==> src/hdl/fvc_pkg.sv <==
// Purpose: shared constants and helpers of the volatile read config link
// Assumes: core clock 100 MHz, serial link mode 0 (clock idles low)
// Notes:   command codes and pattern byte are fixed by this team
package fvc_pkg;
  // serial commands
  localparam logic [7:0] CMD_RD_CFG   = 8'h85;
  localparam logic [7:0] CMD_WR_CFG   = 8'h81;
  localparam logic [7:0] CMD_FAST_RD  = 8'h0B;
  localparam logic [7:0] CMD_TUNE_RD  = 8'h5A;
  // config byte layout and reset value
  localparam logic [7:0] CFG_RESET     = 8'hFB;
  localparam int         CFG_DUMMY_LSB = 4;
  localparam int         CFG_XIP_BIT   = 3;
  localparam logic [7:0] CFG_RSVD_MASK = 8'h04;
  localparam int         CFG_WRAP_LSB  = 0;
  localparam logic [3:0] DUMMY_ALIAS   = 4'h0;
  localparam logic [3:0] DUMMY_DEFAULT = 4'hF;
  localparam logic [1:0] WRAP_16       = 2'h0;
  localparam logic [1:0] WRAP_32       = 2'h1;
  localparam logic [1:0] WRAP_64       = 2'h2;
  localparam logic [7:0] TUNE_PATTERN  = 8'hC3;
  // link timing: 160 ns clock keeps every read type far below its limit
  localparam int         CLK_PERIOD_NS   = 10;
  localparam int         SCK_PERIOD_NS   = 160;
  localparam int         SCK_QUARTER_CYC = SCK_PERIOD_NS / (4 * CLK_PERIOD_NS);
  localparam logic [1:0] Q_LAST          = 2'(SCK_QUARTER_CYC - 1);
  // controller register map
  localparam logic [7:0] REG_CTRL   = 8'h00;
  localparam logic [7:0] REG_ADDR   = 8'h04;
  localparam logic [7:0] REG_DATA   = 8'h08;
  localparam logic [7:0] REG_STATUS = 8'h0C;
  localparam logic [7:0] REG_RDATA  = 8'h10;
  localparam int CTRL_OP_LSB    = 0;
  localparam int CTRL_DDR_BIT   = 2;
  localparam int CTRL_START_BIT = 3;
  localparam int DATA_WBYTE_LSB = 0;
  localparam int DATA_LEN_LSB   = 8;
  localparam int STAT_BUSY_BIT  = 0;
  localparam int STAT_RXV_BIT   = 1;
  localparam int STAT_CFG_LSB   = 8;

  typedef enum logic [1:0] {
    OP_RD_CFG  = 2'h0,
    OP_WR_CFG  = 2'h1,
    OP_FAST_RD = 2'h2,
    OP_TUNE_RD = 2'h3
  } fvc_op_t;

  // effective dummy count, code zero aliases the default
  function automatic logic [3:0] fvc_dummy_count(input logic [7:0] cfg);
    logic [3:0] code;
    code = cfg[CFG_DUMMY_LSB +: 4];
    return (code == DUMMY_ALIAS) ? DUMMY_DEFAULT : code;
  endfunction

  // next read address, wrapping inside the aligned block
  function automatic logic [23:0] fvc_wrap_next(input logic [23:0] a,
                                                input logic [1:0]  wrap);
    logic [23:0] inc;
    logic [23:0] m;
    inc = a + 24'h000001;
    case (wrap)
      WRAP_16: m = 24'h00000F;
      WRAP_32: m = 24'h00001F;
      WRAP_64: m = 24'h00003F;
      default: m = 24'hFFFFFF;
    endcase
    return (a & ~m) | (inc & m);
  endfunction
endpackage

==> src/hdl/fvc_link_if.sv <==
// Purpose: serial link between controller and flash config logic
// Assumes: controller makes the link clock and select
// Notes:   single data line each way, no tristate needed
`timescale 1ns/1ns
interface fvc_link_if;
  logic sclk;
  logic cs_n;
  logic mosi;
  logic miso;
  modport host (output sclk, output cs_n, output mosi, input miso);
  modport dev  (input sclk, input cs_n, input mosi, output miso);
endinterface

==> src/hdl/fvc_host.sv <==
// Purpose: controller end issuing config and read commands on the link
// Assumes: software drives the plain register port on core clock
// Notes:   link stalls between read bytes until software takes the data
`timescale 1ns/1ns
module fvc_host
  import fvc_pkg::*;
(
  input  wire logic        core_clk_i,
  input  wire logic        rst_n_i,
  fvc_link_if.host         link,
  input  wire logic [7:0]  reg_addr_i,
  input  wire logic [31:0] reg_wdata_i,
  input  wire logic        reg_wr_i,
  input  wire logic        reg_rd_i,
  output logic      [31:0] reg_rdata_o
);
  typedef enum logic [4:0] {
    H_IDLE  = 5'h01,
    H_TX    = 5'h02,
    H_DUMMY = 5'h04,
    H_RX    = 5'h08,
    H_END   = 5'h10
  } fvc_host_state_t;

  typedef struct packed {
    fvc_host_state_t state;
    logic [1:0]      q;
    logic            mid;
    logic            sclk;
    logic            cs_n;
    logic            mosi;
    logic [31:0]     tx_sh;
    logic [5:0]      txn;
    logic [3:0]      dcnt;
    logic [7:0]      rx_sh;
    logic [2:0]      rbit;
    logic [8:0]      nbytes;
    logic [7:0]      rdata;
    logic            rxv;
    logic            ddr;
    fvc_op_t         op;
    logic [7:0]      cfg;
    logic [23:0]     addr;
    logic [7:0]      wbyte;
    logic [7:0]      len;
    logic [31:0]     bus_rdata;
  } fvc_host_regs_t;

  fvc_host_regs_t r_reg;
  fvc_host_regs_t r_next;
  logic           miso_s;
  logic           busy;
  logic           tick;
  logic           stall;
  logic           cap_e;
  fvc_op_t        op_w;
  logic [7:0]     byte_in;

  fvc_sync #(
    .W   (1),
    .RST (1'b0)
  ) u_sync (
    .core_clk_i (core_clk_i),
    .rst_n_i    (rst_n_i),
    .d_i        (link.miso),
    .q_o        (miso_s)
  );

  assign busy    = (r_reg.state != H_IDLE);
  assign tick    = (r_reg.q == Q_LAST);
  // back-pressure: hold the link clock until the last byte is read
  assign stall   = (r_reg.state == H_RX) && r_reg.rxv && (r_reg.rbit == 3'h0);
  assign cap_e   = ~r_reg.sclk | r_reg.ddr;
  assign op_w    = fvc_op_t'(reg_wdata_i[CTRL_OP_LSB +: 2]);
  assign byte_in = {r_reg.rx_sh[6:0], miso_s};

  always_comb begin
    r_next           = r_reg;
    r_next.bus_rdata = 32'h0000_0000;
    // register reads; unmapped offsets read zero
    if (reg_rd_i) begin
      case (reg_addr_i)
        REG_CTRL: r_next.bus_rdata = {29'h0, r_reg.ddr, r_reg.op};
        REG_ADDR: r_next.bus_rdata = {8'h00, r_reg.addr};
        REG_DATA: r_next.bus_rdata = {16'h0000, r_reg.len, r_reg.wbyte};
        REG_STATUS: begin
          r_next.bus_rdata[STAT_BUSY_BIT]       = busy;
          r_next.bus_rdata[STAT_RXV_BIT]        = r_reg.rxv;
          r_next.bus_rdata[STAT_CFG_LSB +: 8]   = r_reg.cfg;
        end
        REG_RDATA: begin
          r_next.bus_rdata = {24'h000000, r_reg.rdata};
          r_next.rxv       = 1'b0;
        end
        default: r_next.bus_rdata = 32'h0000_0000;
      endcase
    end
    // register writes; start ignored while busy
    if (reg_wr_i) begin
      if (reg_addr_i == REG_ADDR) begin
        r_next.addr = reg_wdata_i[23:0];
      end
      if (reg_addr_i == REG_DATA) begin
        r_next.wbyte = reg_wdata_i[DATA_WBYTE_LSB +: 8];
        r_next.len   = reg_wdata_i[DATA_LEN_LSB +: 8];
      end
      if (reg_addr_i == REG_CTRL && !busy && reg_wdata_i[CTRL_START_BIT]) begin
        r_next.op     = op_w;
        r_next.ddr    = reg_wdata_i[CTRL_DDR_BIT];
        r_next.state  = H_TX;
        r_next.cs_n   = 1'b0;
        r_next.q      = 2'h0;
        r_next.mid    = 1'b1;
        r_next.rbit   = 3'h0;
        r_next.dcnt   = 4'h0;
        r_next.nbytes = {1'b0, r_reg.len} + 9'h001;
        unique case (op_w)
          OP_RD_CFG: begin
            r_next.tx_sh = {CMD_RD_CFG, 24'h000000};
            r_next.txn   = 6'h08;
          end
          OP_WR_CFG: begin
            r_next.tx_sh  = {CMD_WR_CFG, r_reg.wbyte, 16'h0000};
            r_next.txn    = 6'h10;
            r_next.nbytes = 9'h000;
            r_next.cfg    = r_reg.wbyte & ~CFG_RSVD_MASK;
          end
          OP_FAST_RD: begin
            r_next.tx_sh = {CMD_FAST_RD, r_reg.addr};
            r_next.txn   = 6'h20;
            r_next.dcnt  = fvc_dummy_count(r_reg.cfg);
          end
          OP_TUNE_RD: begin
            r_next.tx_sh = {CMD_TUNE_RD, 24'h000000};
            r_next.txn   = 6'h08;
            r_next.dcnt  = fvc_dummy_count(r_reg.cfg);
          end
        endcase
      end
    end
    // link sequencer: quarters alternate data change and clock edge
    if (busy && !stall) begin
      r_next.q = tick ? 2'h0 : r_reg.q + 2'h1;
      if (tick) begin
        r_next.mid = ~r_reg.mid;
        if (r_reg.mid) begin
          if (r_reg.state == H_TX && (r_reg.ddr || !r_reg.sclk)) begin
            r_next.mosi  = r_reg.tx_sh[31];
            r_next.tx_sh = {r_reg.tx_sh[30:0], 1'b0};
          end
        end else if (r_reg.state == H_END) begin
          // park the clock low, then release select
          if (r_reg.sclk) begin
            r_next.sclk = 1'b0;
          end else begin
            r_next.cs_n  = 1'b1;
            r_next.state = H_IDLE;
          end
        end else begin
          r_next.sclk = ~r_reg.sclk;
          if (r_reg.state == H_TX && cap_e) begin
            r_next.txn = r_reg.txn - 6'h01;
            if (r_reg.txn == 6'h01) begin
              r_next.state = (r_reg.dcnt != 4'h0) ? H_DUMMY :
                             (r_reg.nbytes != 9'h000) ? H_RX : H_END;
            end
          end
          if (r_reg.state == H_DUMMY && !r_reg.sclk) begin
            r_next.dcnt = r_reg.dcnt - 4'h1;
            if (r_reg.dcnt == 4'h1) begin
              r_next.state = H_RX;
            end
          end
          if (r_reg.state == H_RX && cap_e) begin
            r_next.rx_sh = byte_in;
            r_next.rbit  = r_reg.rbit + 3'h1;
            if (r_reg.rbit == 3'h7) begin
              r_next.rdata  = byte_in;
              r_next.rxv    = 1'b1; // set wins over the read clear
              r_next.nbytes = r_reg.nbytes - 9'h001;
              if (r_reg.op == OP_RD_CFG) begin
                r_next.cfg = byte_in;
              end
              if (r_reg.nbytes == 9'h001) begin
                r_next.state = H_END;
              end
            end
          end
        end
      end
    end
  end

  always_ff @(posedge core_clk_i or negedge rst_n_i) begin
    if (!rst_n_i) begin
      r_reg <= '{state: H_IDLE, q: 2'h0, mid: 1'b0, sclk: 1'b0, cs_n: 1'b1,
                 mosi: 1'b0, tx_sh: 32'h0, txn: 6'h0, dcnt: 4'h0, rx_sh: 8'h00,
                 rbit: 3'h0, nbytes: 9'h000, rdata: 8'h00, rxv: 1'b0, ddr: 1'b0,
                 op: OP_RD_CFG, cfg: CFG_RESET, addr: 24'h0, wbyte: 8'h00,
                 len: 8'h00, bus_rdata: 32'h0};
    end else begin
      r_reg <= r_next;
    end
  end

  // outputs straight from state
  assign link.sclk   = r_reg.sclk;
  assign link.cs_n   = r_reg.cs_n;
  assign link.mosi   = r_reg.mosi;
  assign reg_rdata_o = r_reg.bus_rdata;
endmodule

==> src/hdl/fvc_sync.sv <==
// Purpose: two flip-flop synchroniser for link pins
// Assumes: inputs are asynchronous levels
// Notes:   first stage feeds only the second stage
`timescale 1ns/1ns
module fvc_sync #(
  parameter int           W   = 1,
  parameter logic [W-1:0] RST = '0
) (
  input  wire logic         core_clk_i,
  input  wire logic         rst_n_i,
  input  wire logic [W-1:0] d_i,
  output logic      [W-1:0] q_o
);
  typedef struct packed {
    logic [W-1:0] s1;
    logic [W-1:0] s2;
  } fvc_sync_state_t;

  fvc_sync_state_t r_reg;
  fvc_sync_state_t r_next;

  // two stages, reset to the idle pin level
  always_comb begin
    r_next.s1 = d_i;
    r_next.s2 = r_reg.s1;
  end

  always_ff @(posedge core_clk_i or negedge rst_n_i) begin
    if (!rst_n_i) begin
      r_reg <= '{s1: RST, s2: RST};
    end else begin
      r_reg <= r_next;
    end
  end

  assign q_o = r_reg.s2;
endmodule

==> src/flat_wrapper.sv <==
// flat-port wrapper written by rule: the top's interface ports become plain ports
module fvc_host_flat import fvc_pkg::*;
  (core_clk_i, rst_n_i, reg_addr_i, reg_wdata_i, reg_wr_i, reg_rd_i, reg_rdata_o, link_sclk, link_cs_n, link_mosi, link_miso);
  fvc_link_if link_i ();
  input  wire logic core_clk_i;
  input  wire logic rst_n_i;
  input  wire logic [7:0] reg_addr_i;
  input  wire logic [31:0] reg_wdata_i;
  input  wire logic reg_wr_i;
  input  wire logic reg_rd_i;
  output logic      [31:0] reg_rdata_o;
  output wire logic [$bits(link_i.sclk)-1:0] link_sclk;
  output wire logic [$bits(link_i.cs_n)-1:0] link_cs_n;
  output wire logic [$bits(link_i.mosi)-1:0] link_mosi;
  input wire logic [$bits(link_i.miso)-1:0] link_miso;
  assign link_sclk = link_i.sclk;
  assign link_cs_n = link_i.cs_n;
  assign link_mosi = link_i.mosi;
  assign link_i.miso = link_miso;
  fvc_host u_core (.core_clk_i(core_clk_i), .rst_n_i(rst_n_i), .link(link_i), .reg_addr_i(reg_addr_i), .reg_wdata_i(reg_wdata_i), .reg_wr_i(reg_wr_i), .reg_rd_i(reg_rd_i), .reg_rdata_o(reg_rdata_o));
endmodule
==> config.mk <==
export PLATFORM = sky130hd
export DESIGN_NAME = fvc_host_flat
export DESIGN_NICKNAME = d
export VERILOG_FILES = /design/src/hdl/fvc_pkg.sv /design/src/hdl/fvc_link_if.sv /design/src/hdl/fvc_host.sv /design/src/hdl/fvc_sync.sv /design/src/flat_wrapper.sv
export SDC_FILE = /design/constraint.sdc
export NUM_CORES = 1
export LEC_CHECK = 0
export ABC_AREA = 1
export BUFFER_PORTS_ARGS = -buffer_cell sky130_fd_sc_hd__buf_2
export CAP_MARGIN = 20
export CORE_ASPECT_RATIO = 0.7
export CORE_MARGIN = 5
export CORE_UTILIZATION = 30
export DETAILED_ROUTE_END_ITERATION = 7
export HOLD_SLACK_MARGIN = 0.1
export PLACE_DENSITY = 0.55
export SETUP_SLACK_MARGIN = 0.5
export SYNTH_ARGS = -nofsm -noshare
export SYNTH_HDL_FRONTEND = slang
export SYNTH_HIERARCHICAL = 1
export SYNTH_SLANG_ARGS = --single-unit
==> constraint.sdc <==
create_clock -name core_clk_i -period 2.9 [get_ports core_clk_i]
set_clock_uncertainty 0.05 [all_clocks]
set_input_delay 0.145 -clock core_clk_i [delete_from_list [all_inputs] [get_ports core_clk_i]]
set_output_delay 0.145 -clock core_clk_i [all_outputs]
set_load 0.05 [all_outputs]
# Yosys cells after proc, flatten, opt, wreduce, memory -nomap -nowiden
# Index checks and enable logic that the tools add are counted.
# word_totals
ff_bits	167
output_inout_bits	35
input_bits	45
elab_cells	140
# classes
muxes	59
n_eq_ne	17
bitwise	4
add_sub_neg	6
n_reduce_logical	31
# ops
op	n
one-hot mux 38 bit (4 select lines)	1
two-way mux 8 bit	12
two-way mux 42 bit	2
two-way mux 82 bit	1
two-way mux 39 bit	2
two-way mux 75 bit	1
two-way mux 33 bit	2
two-way mux 5 bit	13
two-way mux 24 bit	2
two-way mux 48 bit	1
two-way mux 29 bit	1
two-way mux 12 bit	2
one-hot mux 6 bit (4 select lines)	1
one-hot mux 8 bit (3 select lines)	1
two-way mux 18 bit	1
equality test 8 x 4 -> 1 bit (second input constant)	2
two-way mux 16 bit	1
two-way mux 4 bit	3
one-hot mux 2 bit (5 select lines)	1
adder 8 x 1 -> 9 bit (second input constant)	1
equality test 9 x 1 -> 1 bit (second input constant)	1
logical AND 1 bit	9
two-way mux 9 bit	1
nonzero test 9 bit	1
other kinds (36)	54

# Longest topological paths before layout
# Gate-level depths: netlist (run 1).
# logic_depth
word_depth	17
mapped_depth	11
depth_no_buf	11

# By module
# The synthesis (run 1) kept the hierarchy.
# modules_own_cells
module	cells_per_inst	n_inst	area_per_inst_um2	seq_area_each_um2
fvc_host	1085	1	8396.8	3915.0
fvc_sync	2	1	50.0	50.0

# Worst setup path before layout (run 1)
# OpenSTA, ideal clock, no wires.
# synth_timing
path_kind	register to register
start	register u_core.r_reg, in the netlist u_core/link.sclk
end	register u_core/r_reg[148] (netlist bit)
required_time_ns	2.726
setup_ns	0.124
n_path_buf	1
arrival_ns	1.566
stages_incl_launch_ff	10
path_slack_ns	1.160
cell_sequence	dfrtp_1 > nand2_1 > nand2_1 > nor2_2 > inv_2 > nor2_8 > nand2_2 > buf_4 > o211ai_1 > nand2_1
# synth_rtl
element	line_no	source
from (decl)	fvc_host.sv:49	fvc_host_regs_t r_reg;
from (signal assigned)	fvc_host.sv:196	r_reg <= '{state: H_IDLE, q: 2'h0, mid: 1'b0, sclk: 1'b0, cs_n: 1'b1,
from (signal assigned)	fvc_host.sv:202	r_reg <= r_next;

==> flow_summary.toml, run 1 <==
[route]
drtIter0Drc = 565
postRouteWirelength_microns = 22800
routed_via_density = 4.65
drt_first_pass_iters = 5
remaining_drc_errors = 0
avgRoutedWirePerCell_microns = 14.9
routed-via-count = 7099
drtAntennaViolNets = 0

[critical_path]
cp_cell_sequence = "dlygate4sd3_1 -> buf_2 -> inv_1 -> ha_1 -> nand3_1 -> o211ai_1 -> nand2_1"
cp_data_arrival_time_ns = 2.56
startpoint_type_of_the_worst_setup_path = "input port"
timing.critical_path.fanout_max = 12
cpPeakStageDelay_ns = 0.57
family_with_the_most_delay_on_the_worst_path = "buffers and inverters"
critical_path.slowest_cell = "ha_1"
cp.buffers_inverters = 3
critical_path_required_ns = 3.20
endpoint_kind = "flip-flop"
critPathKind = "input port to flip-flop"

[die]
top_level_ports = 80
die_w_microns = 211
std_cell_rows = 51
coreArea_sq_um = 27800
floorplan.die.height_microns = 150
initial_core_util = 0.304
die_outline_area_sq_um = 31700

[sta]
post-route-period-util = 0.781
tightestPinTransition_ns = 0.681
worst_slew_margin_rel = 0.546
tmin_final_ns = 2.26
finalHoldViolCount = 0
setup_repair_after_global_routing_missed_its_margin = "false"
max_freq_mhz = 442
timing_max_transition_violations_final = 0
minimum_hold_slack_ns = 0.146
setup_viol = 0
fin_tns_setup_ns = 0

[layout]
largest_register_ffs = 122
area_added_between_synthesis_and_finish_pct = 15.4
seqCellArea_sq_um = 3970
drive_gt1_frac = 0.125
multiInputGateArea_sq_um = 3510
final_design_area_excluding_fillers_sq_um = 9750
insertedDiodeCount = 0
nFillCells = 2946
final_nets = 1207

[yosys]
synthCells = 1087
syn-cell-area_sq_um = 8450
post-synth-top-area-cell = "dfrtp_1"
yosysSeqAreaShare = 0.469
synth_largest_type_area_fraction = 0.441
dominantRegCellSynth = "dfrtp_1"
async_set_or_reset_flop_fraction_in_the_synthesized_netlist = 1.00
netlist-cell-type-count = 38
synth_top_cells_by_area = "dfrtp_1 44%, nand2_1 14%, inv_1 6.0%"
synth_edf_count = 0
synth.avg_cell_area_sq_um = 7.77
most_common_library_cells_after_synthesis = "314 x nand2_1, 149 x dfrtp_1, 136 x inv_1"
ys.warnings.count = 6
yosys_register_bits = 158
yosysMostFrequentCell = "nand2_1"

[placed_design]
post-dp-hpwl_microns = 16100
buffer_ports.inserted = 63
place_congestion = 0.852
placement.cell_area_sq_um = 8890

[grt]
largest_net_degree_at_the_start_of_global_routing = 70
grt_overflow_total = 0
grt_pass1_wl_microns = 36900
tot_gr_track_use = 0.148
antenna_found_initial = 0
via_count_of_the_first_global_routing_pass = 6667

[job]
drv_cap = 0

[cts]
cts-buffers-inserted = 17
clkSinkCount = 158
post-cts-setup-buffers = 0
clk_root_buffer_cell = "clkbuf_16"
cts-htree-levels = 4
clk_pin_slew_ns = 0.07
clock_latency_ns = 0.43
clock_tree_from_tritoncts = "built"
clock_tree.buffer_depth = 2

[run_status]
result_of_the_run = "finished clean"

[worst_hold_path]
holdCritPathClass = "input port to flip-flop"

[power]
vdd_drop_max_mv = 0.418
power-per-cell-area_nw_per_um2 = 485
static-leakage-power_nw = 5.05
[what timing repair did]
item	in CTS	in global routing
endpoints found under the hold margin	115	0
gates resized for setup	1	0
endpoints found under the setup margin	2	0
hold buffers	27	0
[routing by layer]
| metal | part of all wire | GRT usage | vias up |
|---|---|---|---|
| met5 | 0 | 0 | - |
| met4 | 0.0072 | 0.0295 | 0 |
| met3 | 0.063 | 0.0371 | 14 |
| met2 | 0.42 | 0.209 | 183 |
| met1 | 0.51 | 0.227 | 3403 |
| li1 | - | - | 3499 |
[power breakdown]
| group | leakage, nW | internal [W] | switching [W] |
|---|---|---|---|
| Combinational | 2.89 | 0.0000761 | 0.000160 |
| Sequential | 1.89 | 0.00223 | 0.0000275 |
| Clock | 0.271 | 0.00130 | 0.000933 |
| Total | 5.05 | 0.00361 | 0.00112 |
[final timing paths]
| kind | from | to | cells past startpoint | slack [ns] |
|---|---|---|---|---|
| hold reg to reg | u_core/u_sync/r_next[0]$_DFF_PN0_ | u_core/u_sync/q_o$_DFF_PN0_ | 0 | 0.36 |
| setup / recovery | reg_wdata_i[1] | u_core/r_reg[73]$_DFF_PN1_ | 7 | 0.64 |
| hold / removal | reg_wdata_i[0] | u_core/r_reg[80]$_DFFE_PN0P_ | 3 | 0.15 |
| min in group asynchronous | rst_n_i | u_core/r_reg[142]$_DFF_PN0_ | 2 | 0.26 |
| setup reg to reg | u_core/r_reg[101]$_DFF_PN0_ | u_core/r_reg[152]$_DFF_PN0_ | 10 | 0.75 |
| max in group asynchronous | rst_n_i | u_core/r_reg[79]$_DFF_PN1_ | 3 | 1.74 |
[through the flow]
stage,std cells,power [W],setup WS (ns),utilization
after CTS,1528,0.00478,0.706,0.351
after floorplan,1094,0.00240,1.16,-
final,1528,0.00473,0.636,0.351
after detailed placement,1469,0.00251,0.503,0.320
after global routing,1528,0.00491,0.529,0.351
after global placement,1469,0.00251,0.573,0.320
[placed cells by master, fill, tap and decap left out, types with 3 or more instances in the layout]
| cell | instances |
|---|---|
| nor3_1 | 15 |
| conb_1 | 8 |
| xnor2_1 | 4 |
| nor2_4 | 6 |
| nand3_1 | 83 |
| xor2_1 | 11 |
| nand4_1 | 5 |
| o21ai_0 | 81 |
| clkinv_1 | 4 |
| nand3b_1 | 6 |
| buf_2 | 62 |
| inv_1 | 136 |
| buf_4 | 10 |
| o22ai_1 | 7 |
| dlygate4sd3_1 | 27 |
| clkinvlp_4 | 5 |
| nand3_4 | 3 |
| nand2_1 | 314 |
| a21oi_1 | 25 |
| nand2_2 | 6 |
| nor2_2 | 6 |
| ha_1 | 18 |
| clkbuf_16 | 17 |
| dfrtp_1 | 149 |
| inv_2 | 5 |
| nor2_1 | 80 |
| o21ai_1 | 20 |
| clkbuf_8 | 5 |
| o211ai_1 | 10 |
| dfstp_2 | 9 |
[cell type report]
type | count | share of cell area
clock buffer | 24 | 0.0515
clock inverter | 8 | 0.00834
tap | 371 | 0.0476
inverter | 145 | 0.0558
sequential | 158 | 0.407
multi-input combinational | 721 | 0.360
timing repair buffer | 101 | 0.0704
[logic make-up (layout without fill, tap and decap cells)]
family,count (synthesis),after routing,synth area share
simple gates,534,534,0.278
buf+inv,215,278,0.119
flops,158,158,0.469
compound gates,146,146,0.0912
fa+ha+maj,18,18,0.0267
xor+xnor,15,15,0.0156
other cells,1,8,0.000444
[tightest hold or removal path, delay by kind of cell]
family / cells / cell delay, ns
AO/OA/AOI/OAI: 1 / 0.11
buffers and inverters: 2 / 0.33
Power figures use the tool's default switching activity.
==> run 2: changes to the inputs <==
- clock period: 2.9 -> 2.33 ns (I/O delays scaled with it)
==> flow_summary.toml, run 2 (synthesis gave the netlist of run 1 again) <==
[critical_path]
cp_cell_sequence = "nor2_4 -> nand2_2 -> nor2_4 -> nand2_4 -> nand2_4 -> nor2_8 -> nand2_8 -> clkbuf_16 -> nand2_4 -> nand2_1"
cpPeakStageDelay_ns = 0.60
critPathMostFrequentCell = "nand2_4"
ff2ff_setup_slack_ns = 0.50
endpoint_kind = "flip-flop"
critical_path.slowest_cell = "dfstp_2"
startpoint_type_of_the_worst_setup_path = "flip-flop"
critPathKind = "flip-flop to flip-flop"
critical_path_required_ns = 2.61
timing.critical_path.fanout_max = 8
cp_data_arrival_time_ns = 2.11

[grt]
via_count_of_the_first_global_routing_pass = 6667
grt_overflow_total = 0
grt_pass1_wl_microns = 36800
tot_gr_track_use = 0.148
largest_net_degree_at_the_start_of_global_routing = 53
antenna_found_initial = 0

[sta]
fin_tns_setup_ns = 0
worst_slew_margin_rel = 0.602
timing_max_transition_violations_final = 0
setup_viol = 0
final_critical_path_setup_slack_ns = 0.503
post-route-period-util = 0.784
setup_repair_after_global_routing_missed_its_margin = "true"
max_freq_mhz = 547
finalHoldViolCount = 0
tightestPinTransition_ns = 0.595
minimum_hold_slack_ns = 0.108
tmin_final_ns = 1.83

[layout]
drive_gt1_frac = 0.193
area_added_between_synthesis_and_finish_pct = 24.5
layout.cells.most_common_list = "292 x nand2_1, 147 x dfrtp_1, 133 x inv_1"
largest_register_ffs = 122
final_nets = 1252
layout.cells.most_common = "nand2_1"
insertedDiodeCount = 0

[placed_design]
worst_slack_after_detailed_placement_ns = 0.302
post-dp-hpwl_microns = 16200
place_congestion = 0.845
buffer_ports.inserted = 63

[route]
drtAntennaViolNets = 0
routed_via_density = 4.64
avgRoutedWirePerCell_microns = 15.6
remaining_drc_errors = 0
postRouteWirelength_microns = 24500
drt_first_pass_iters = 5
routed-via-count = 7303
drtIter0Drc = 506

[cts]
cts-buffers-inserted = 17
clkSinkCount = 158
clk_root_buffer_cell = "clkbuf_16"
cts-htree-levels = 4
clock_tree_from_tritoncts = "built"
clock_tree.buffer_depth = 2
clk_pin_slew_ns = 0.06
clock_latency_ns = 0.44

[power]
netSwitchingPower_w = 0.00142
p_clk_frac = 0.493
swShare = 0.230
cellInternalPower_w = 0.00473
sequentialPowerShare = 0.458
comb_power_share = 0.050
power-per-cell-area_nw_per_um2 = 585
static-leakage-power_nw = 5.38
vdd_drop_max_mv = 0.493

[die]
std_cell_rows = 51
die_outline_area_sq_um = 31700
initial_core_util = 0.304
coreArea_sq_um = 27800
die_w_microns = 211
floorplan.die.height_microns = 150
top_level_ports = 80

[job]
drv_cap = 0

[worst_hold_path]
holdCritPathClass = "input port to asynchronous set/reset pin"

[run_status]
result_of_the_run = "finished clean"
[run 2: critical path: cells and delay by family, from the launching register on]
family	cells	cell delay, ns
buffers and inverters	1	0.22
DFF	1	0.60
and+or+nand+nor	9	0.83
[run 2: power by group through the flow]
stage	Clock, W	Sequential [W]	Combinational (W)
2_1_floorplan	0	0.00285	0.000130
3_3_place_gp	0	0.00286	0.000262
3_5_place_dp	0	0.00286	0.000263
4_1_cts	0.00307	0.00281	0.000301
5_1_grt	0.00319	0.00282	0.000342
6_report	0.00303	0.00282	0.000305
[run 2: area by class of cell]
| class | instances | area (sq um) |
|---|---|---|
| Sequential cell | 158 | 3970 |
| Timing Repair Buffer | 144 | 1200 |
| Clock inverter | 10 | 160 |
| Tap cell | 371 | 464 |
| Clock buffer | 22 | 464 |
| Fill cell | 2858 | 17200 |
| Timing Repair inverter | 1 | 7.51 |
| Multi-Input combinational cell | 722 | 3700 |
| Inverter | 145 | 552 |
[run 2: metrics by stage]
stage	area, sq um	util	total power (W)	instances
2_1_floorplan	8470	-	0.00298	1094
3_3_place_gp	9010	0.325	0.00313	1478
3_5_place_dp	9010	0.325	0.00313	1478
4_1_cts	10000	0.362	0.00618	1549
5_1_grt	10500	0.379	0.00635	1573
6_report	10500	0.379	0.00615	1573
[run 2: timing repair]
action	4_1_cts	5_1_grt
cloned	0	7
resized for setup	6	78
pin swaps	4	23
buffers inserted	11	17
hold buffers	28	0
endpoints found under the setup margin	74	77
hold endpoints to repair	204	0
[run 2: final timing paths]
path                                                   start                               end  cells after the start
hold reg to reg            u_core/u_sync/r_next[0]$_DFF_PN0_       u_core/u_sync/q_o$_DFF_PN0_                      0
max in group asynchronous                            rst_n_i   u_core/reg_rdata_o[8]$_DFF_PN0_                      3
hold / removal                                       rst_n_i  u_core/reg_rdata_o[17]$_DFF_PN0_                      2
min in group core_clk_i                       reg_wdata_i[1]       u_core/r_reg[146]$_DFF_PN0_                      5
setup reg to reg                 u_core/r_reg[160]$_DFF_PN1_       u_core/r_reg[131]$_DFF_PN0_                     10
setup / recovery                 u_core/r_reg[160]$_DFF_PN1_       u_core/r_reg[131]$_DFF_PN0_                     10
[run 2: per-layer routing]
metal  global-route usage  share of wire
met5                    0              0
met1                0.230           0.51
met3               0.0294          0.054
met2                0.207           0.42
met4               0.0408          0.011
==> run 3: changes to the inputs <==
- clock period: 2.33 -> 1.87 ns (I/O delays scaled with it)
==> flow_summary.toml, run 3 (synthesis gave the netlist of run 1 again) <==
[run_status]
result_of_the_run = "finished clean"

[route]
drtAntennaViolNets = 0
postRouteWirelength_microns = 25000
remaining_drc_errors = 0
avgRoutedWirePerCell_microns = 15.7
drt_first_pass_iters = 5
routed-via-count = 7408
drtIter0Drc = 535
routed_via_density = 4.66

[cts]
cts-buffers-inserted = 17
clk_root_buffer_cell = "clkbuf_16"
clock_tree.buffer_depth = 2
clock_tree_from_tritoncts = "built"
clk_pin_slew_ns = 0.06
clock_latency_ns = 0.44
clkSinkCount = 158
cts-htree-levels = 4

[grt]
grt-busiest-layer = "met1"
grt_overflow_total = 0
via_count_of_the_first_global_routing_pass = 6937
tot_gr_track_use = 0.155
global_route.usage.met1 = 0.236
grt_pass1_wl_microns = 38700
grt.met3_usage = 0.0321
largest_net_degree_at_the_start_of_global_routing = 58
antenna_found_initial = 1
grtUsageMet2 = 0.224

[critical_path]
timing.rr.start = "u_core/r_reg[101]$_DFF_PN0_"
cp_cell_sequence = "buf_4 -> ha_2 -> ha_4 -> nand3_4 -> clkinvlp_4 -> nand2_8 -> nand3_2 -> nand2_1 -> inv_1"
r2r-end = "u_core/r_reg[99]$_DFF_PN0_"
startpoint_type_of_the_worst_setup_path = "flip-flop"
timing.critical_path.fanout_max = 6
critical_path_required_ns = 2.14
cpPeakStageDelay_ns = 0.38
cp_data_arrival_time_ns = 2.03
ff2ff_setup_slack_ns = 0.12
endpoint_kind = "flip-flop"
r2r.worst_path.cells = 9
critPathKind = "flip-flop to flip-flop"
critical_path.slowest_cell = "dfrtp_1"

[sta]
timing_max_transition_violations_final = 0
fin_tns_setup_ns = 0
setup_viol = 0
finalHoldViolCount = 0
post-route-period-util = 0.937
worst_slew_margin_rel = 0.599
tmin_final_ns = 1.75
tightestPinTransition_ns = 0.601
setup_repair_after_global_routing_missed_its_margin = "true"
max_freq_mhz = 571

[layout]
final_nets = 1266
area_added_between_synthesis_and_finish_pct = 31.0
multiInputGateArea_sq_um = 4000
layout.cells.most_common_list = "296 x nand2_1, 146 x dfrtp_1, 131 x inv_1"
drive_gt1_frac = 0.235
largest_register_ffs = 122
nFillCells = 2821
layout.cells.most_common = "nand2_1"
seqCellArea_sq_um = 3970

[die]
initial_core_util = 0.304
std_cell_rows = 51
coreArea_sq_um = 27800
top_level_ports = 80
die_outline_area_sq_um = 31700
floorplan.die.height_microns = 150
die_w_microns = 211

[placed_design]
post-dp-hpwl_microns = 16400
place_congestion = 0.841
buffer_ports.inserted = 63

[job]
drv_cap = 0

[worst_hold_path]
holdCritPathClass = "input port to asynchronous set/reset pin"

[power]
report.power.total_w = 0.00768
vdd_drop_max_mv = 0.629
power-per-cell-area_nw_per_um2 = 694
static-leakage-power_nw = 5.65
run 3: metal layers:
| layer | share of wire | up-vias |
|---|---|---|
| met5 | 0 | - |
| met4 | 0.011 | 0 |
| met3 | 0.060 | 20 |
| met2 | 0.43 | 182 |
| met1 | 0.50 | 3570 |
| li1 | - | 3636 |
run 3: layout make-up:
| class | instances | share of cell area |
|---|---|---|
| multi-input cells | 726 | 0.362 |
| flip-flops and latches | 158 | 0.359 |
| repair buffers | 154 | 0.128 |
| inverters | 145 | 0.0514 |
| clock buffers | 22 | 0.0428 |
| well taps | 371 | 0.0419 |
| clock inverters | 10 | 0.0145 |
| repair inverters | 1 | 0.000678 |
| diodes | 1 | 0.000226 |
run 3: critical path: cells and delay by family, from the launching register on:
kind | cells | cell delay, ns
fa+ha+maj | 2 | 0.36
buf+inv | 3 | 0.41
flops | 1 | 0.38
simple gates | 4 | 0.45
run 3: stage by stage:
step	utilization	hold WS (ns)	std cells	setup slack (ns)	area [sq um]
4_1_cts	0.382	0.129	1571	0.123	10600
2_1_floorplan	-	-0.252	1094	0.231	8530
6_report	0.399	0.135	1588	0.119	11100
3_3_place_gp	0.329	0.0632	1487	0.0872	9140
3_5_place_dp	0.329	0.0582	1487	0.0493	9140
5_1_grt	0.399	0.166	1587	0.0262	11100
run 3: power by group:
part           internal [W]  total [W]  switching, W
clock               0.00234    0.00378       0.00144
sequential          0.00346    0.00351     0.0000445
combinational      0.000132   0.000386      0.000254
run 3: timing repair:
item                                    4_1_cts  5_1_grt
pin swaps                                    22       29
buffers inserted                             18       10
hold endpoints to repair                    204        0
resized for setup                            80       63
endpoints found under the setup margin       93      109
hold buffers                                 28        0
cloned                                        6        6
run 3: worst max-delay path by stage:
stage,from,slack (ns),endpoint
3_3_place_gp,u_core/r_reg[160]$_DFF_PN1_,0.09,u_core/r_reg[148]$_DFF_PN0_
3_5_place_dp,u_core/r_reg[163]$_DFF_PN0_,0.05,u_core/r_reg[76]$_DFF_PN1_
2_1_floorplan,u_core/r_reg[160]$_DFF_PN1_,0.23,u_core/byte_in[7]$_DFFE_PN0P_
5_1_grt,u_core/r_reg[160]$_DFF_PN1_,0.03,u_core/r_reg[96]$_DFF_PN0_
4_1_cts,u_core/r_reg[160]$_DFF_PN1_,0.12,u_core/r_reg[148]$_DFF_PN0_
6_report,u_core/r_reg[101]$_DFF_PN0_,0.12,u_core/r_reg[99]$_DFF_PN0_
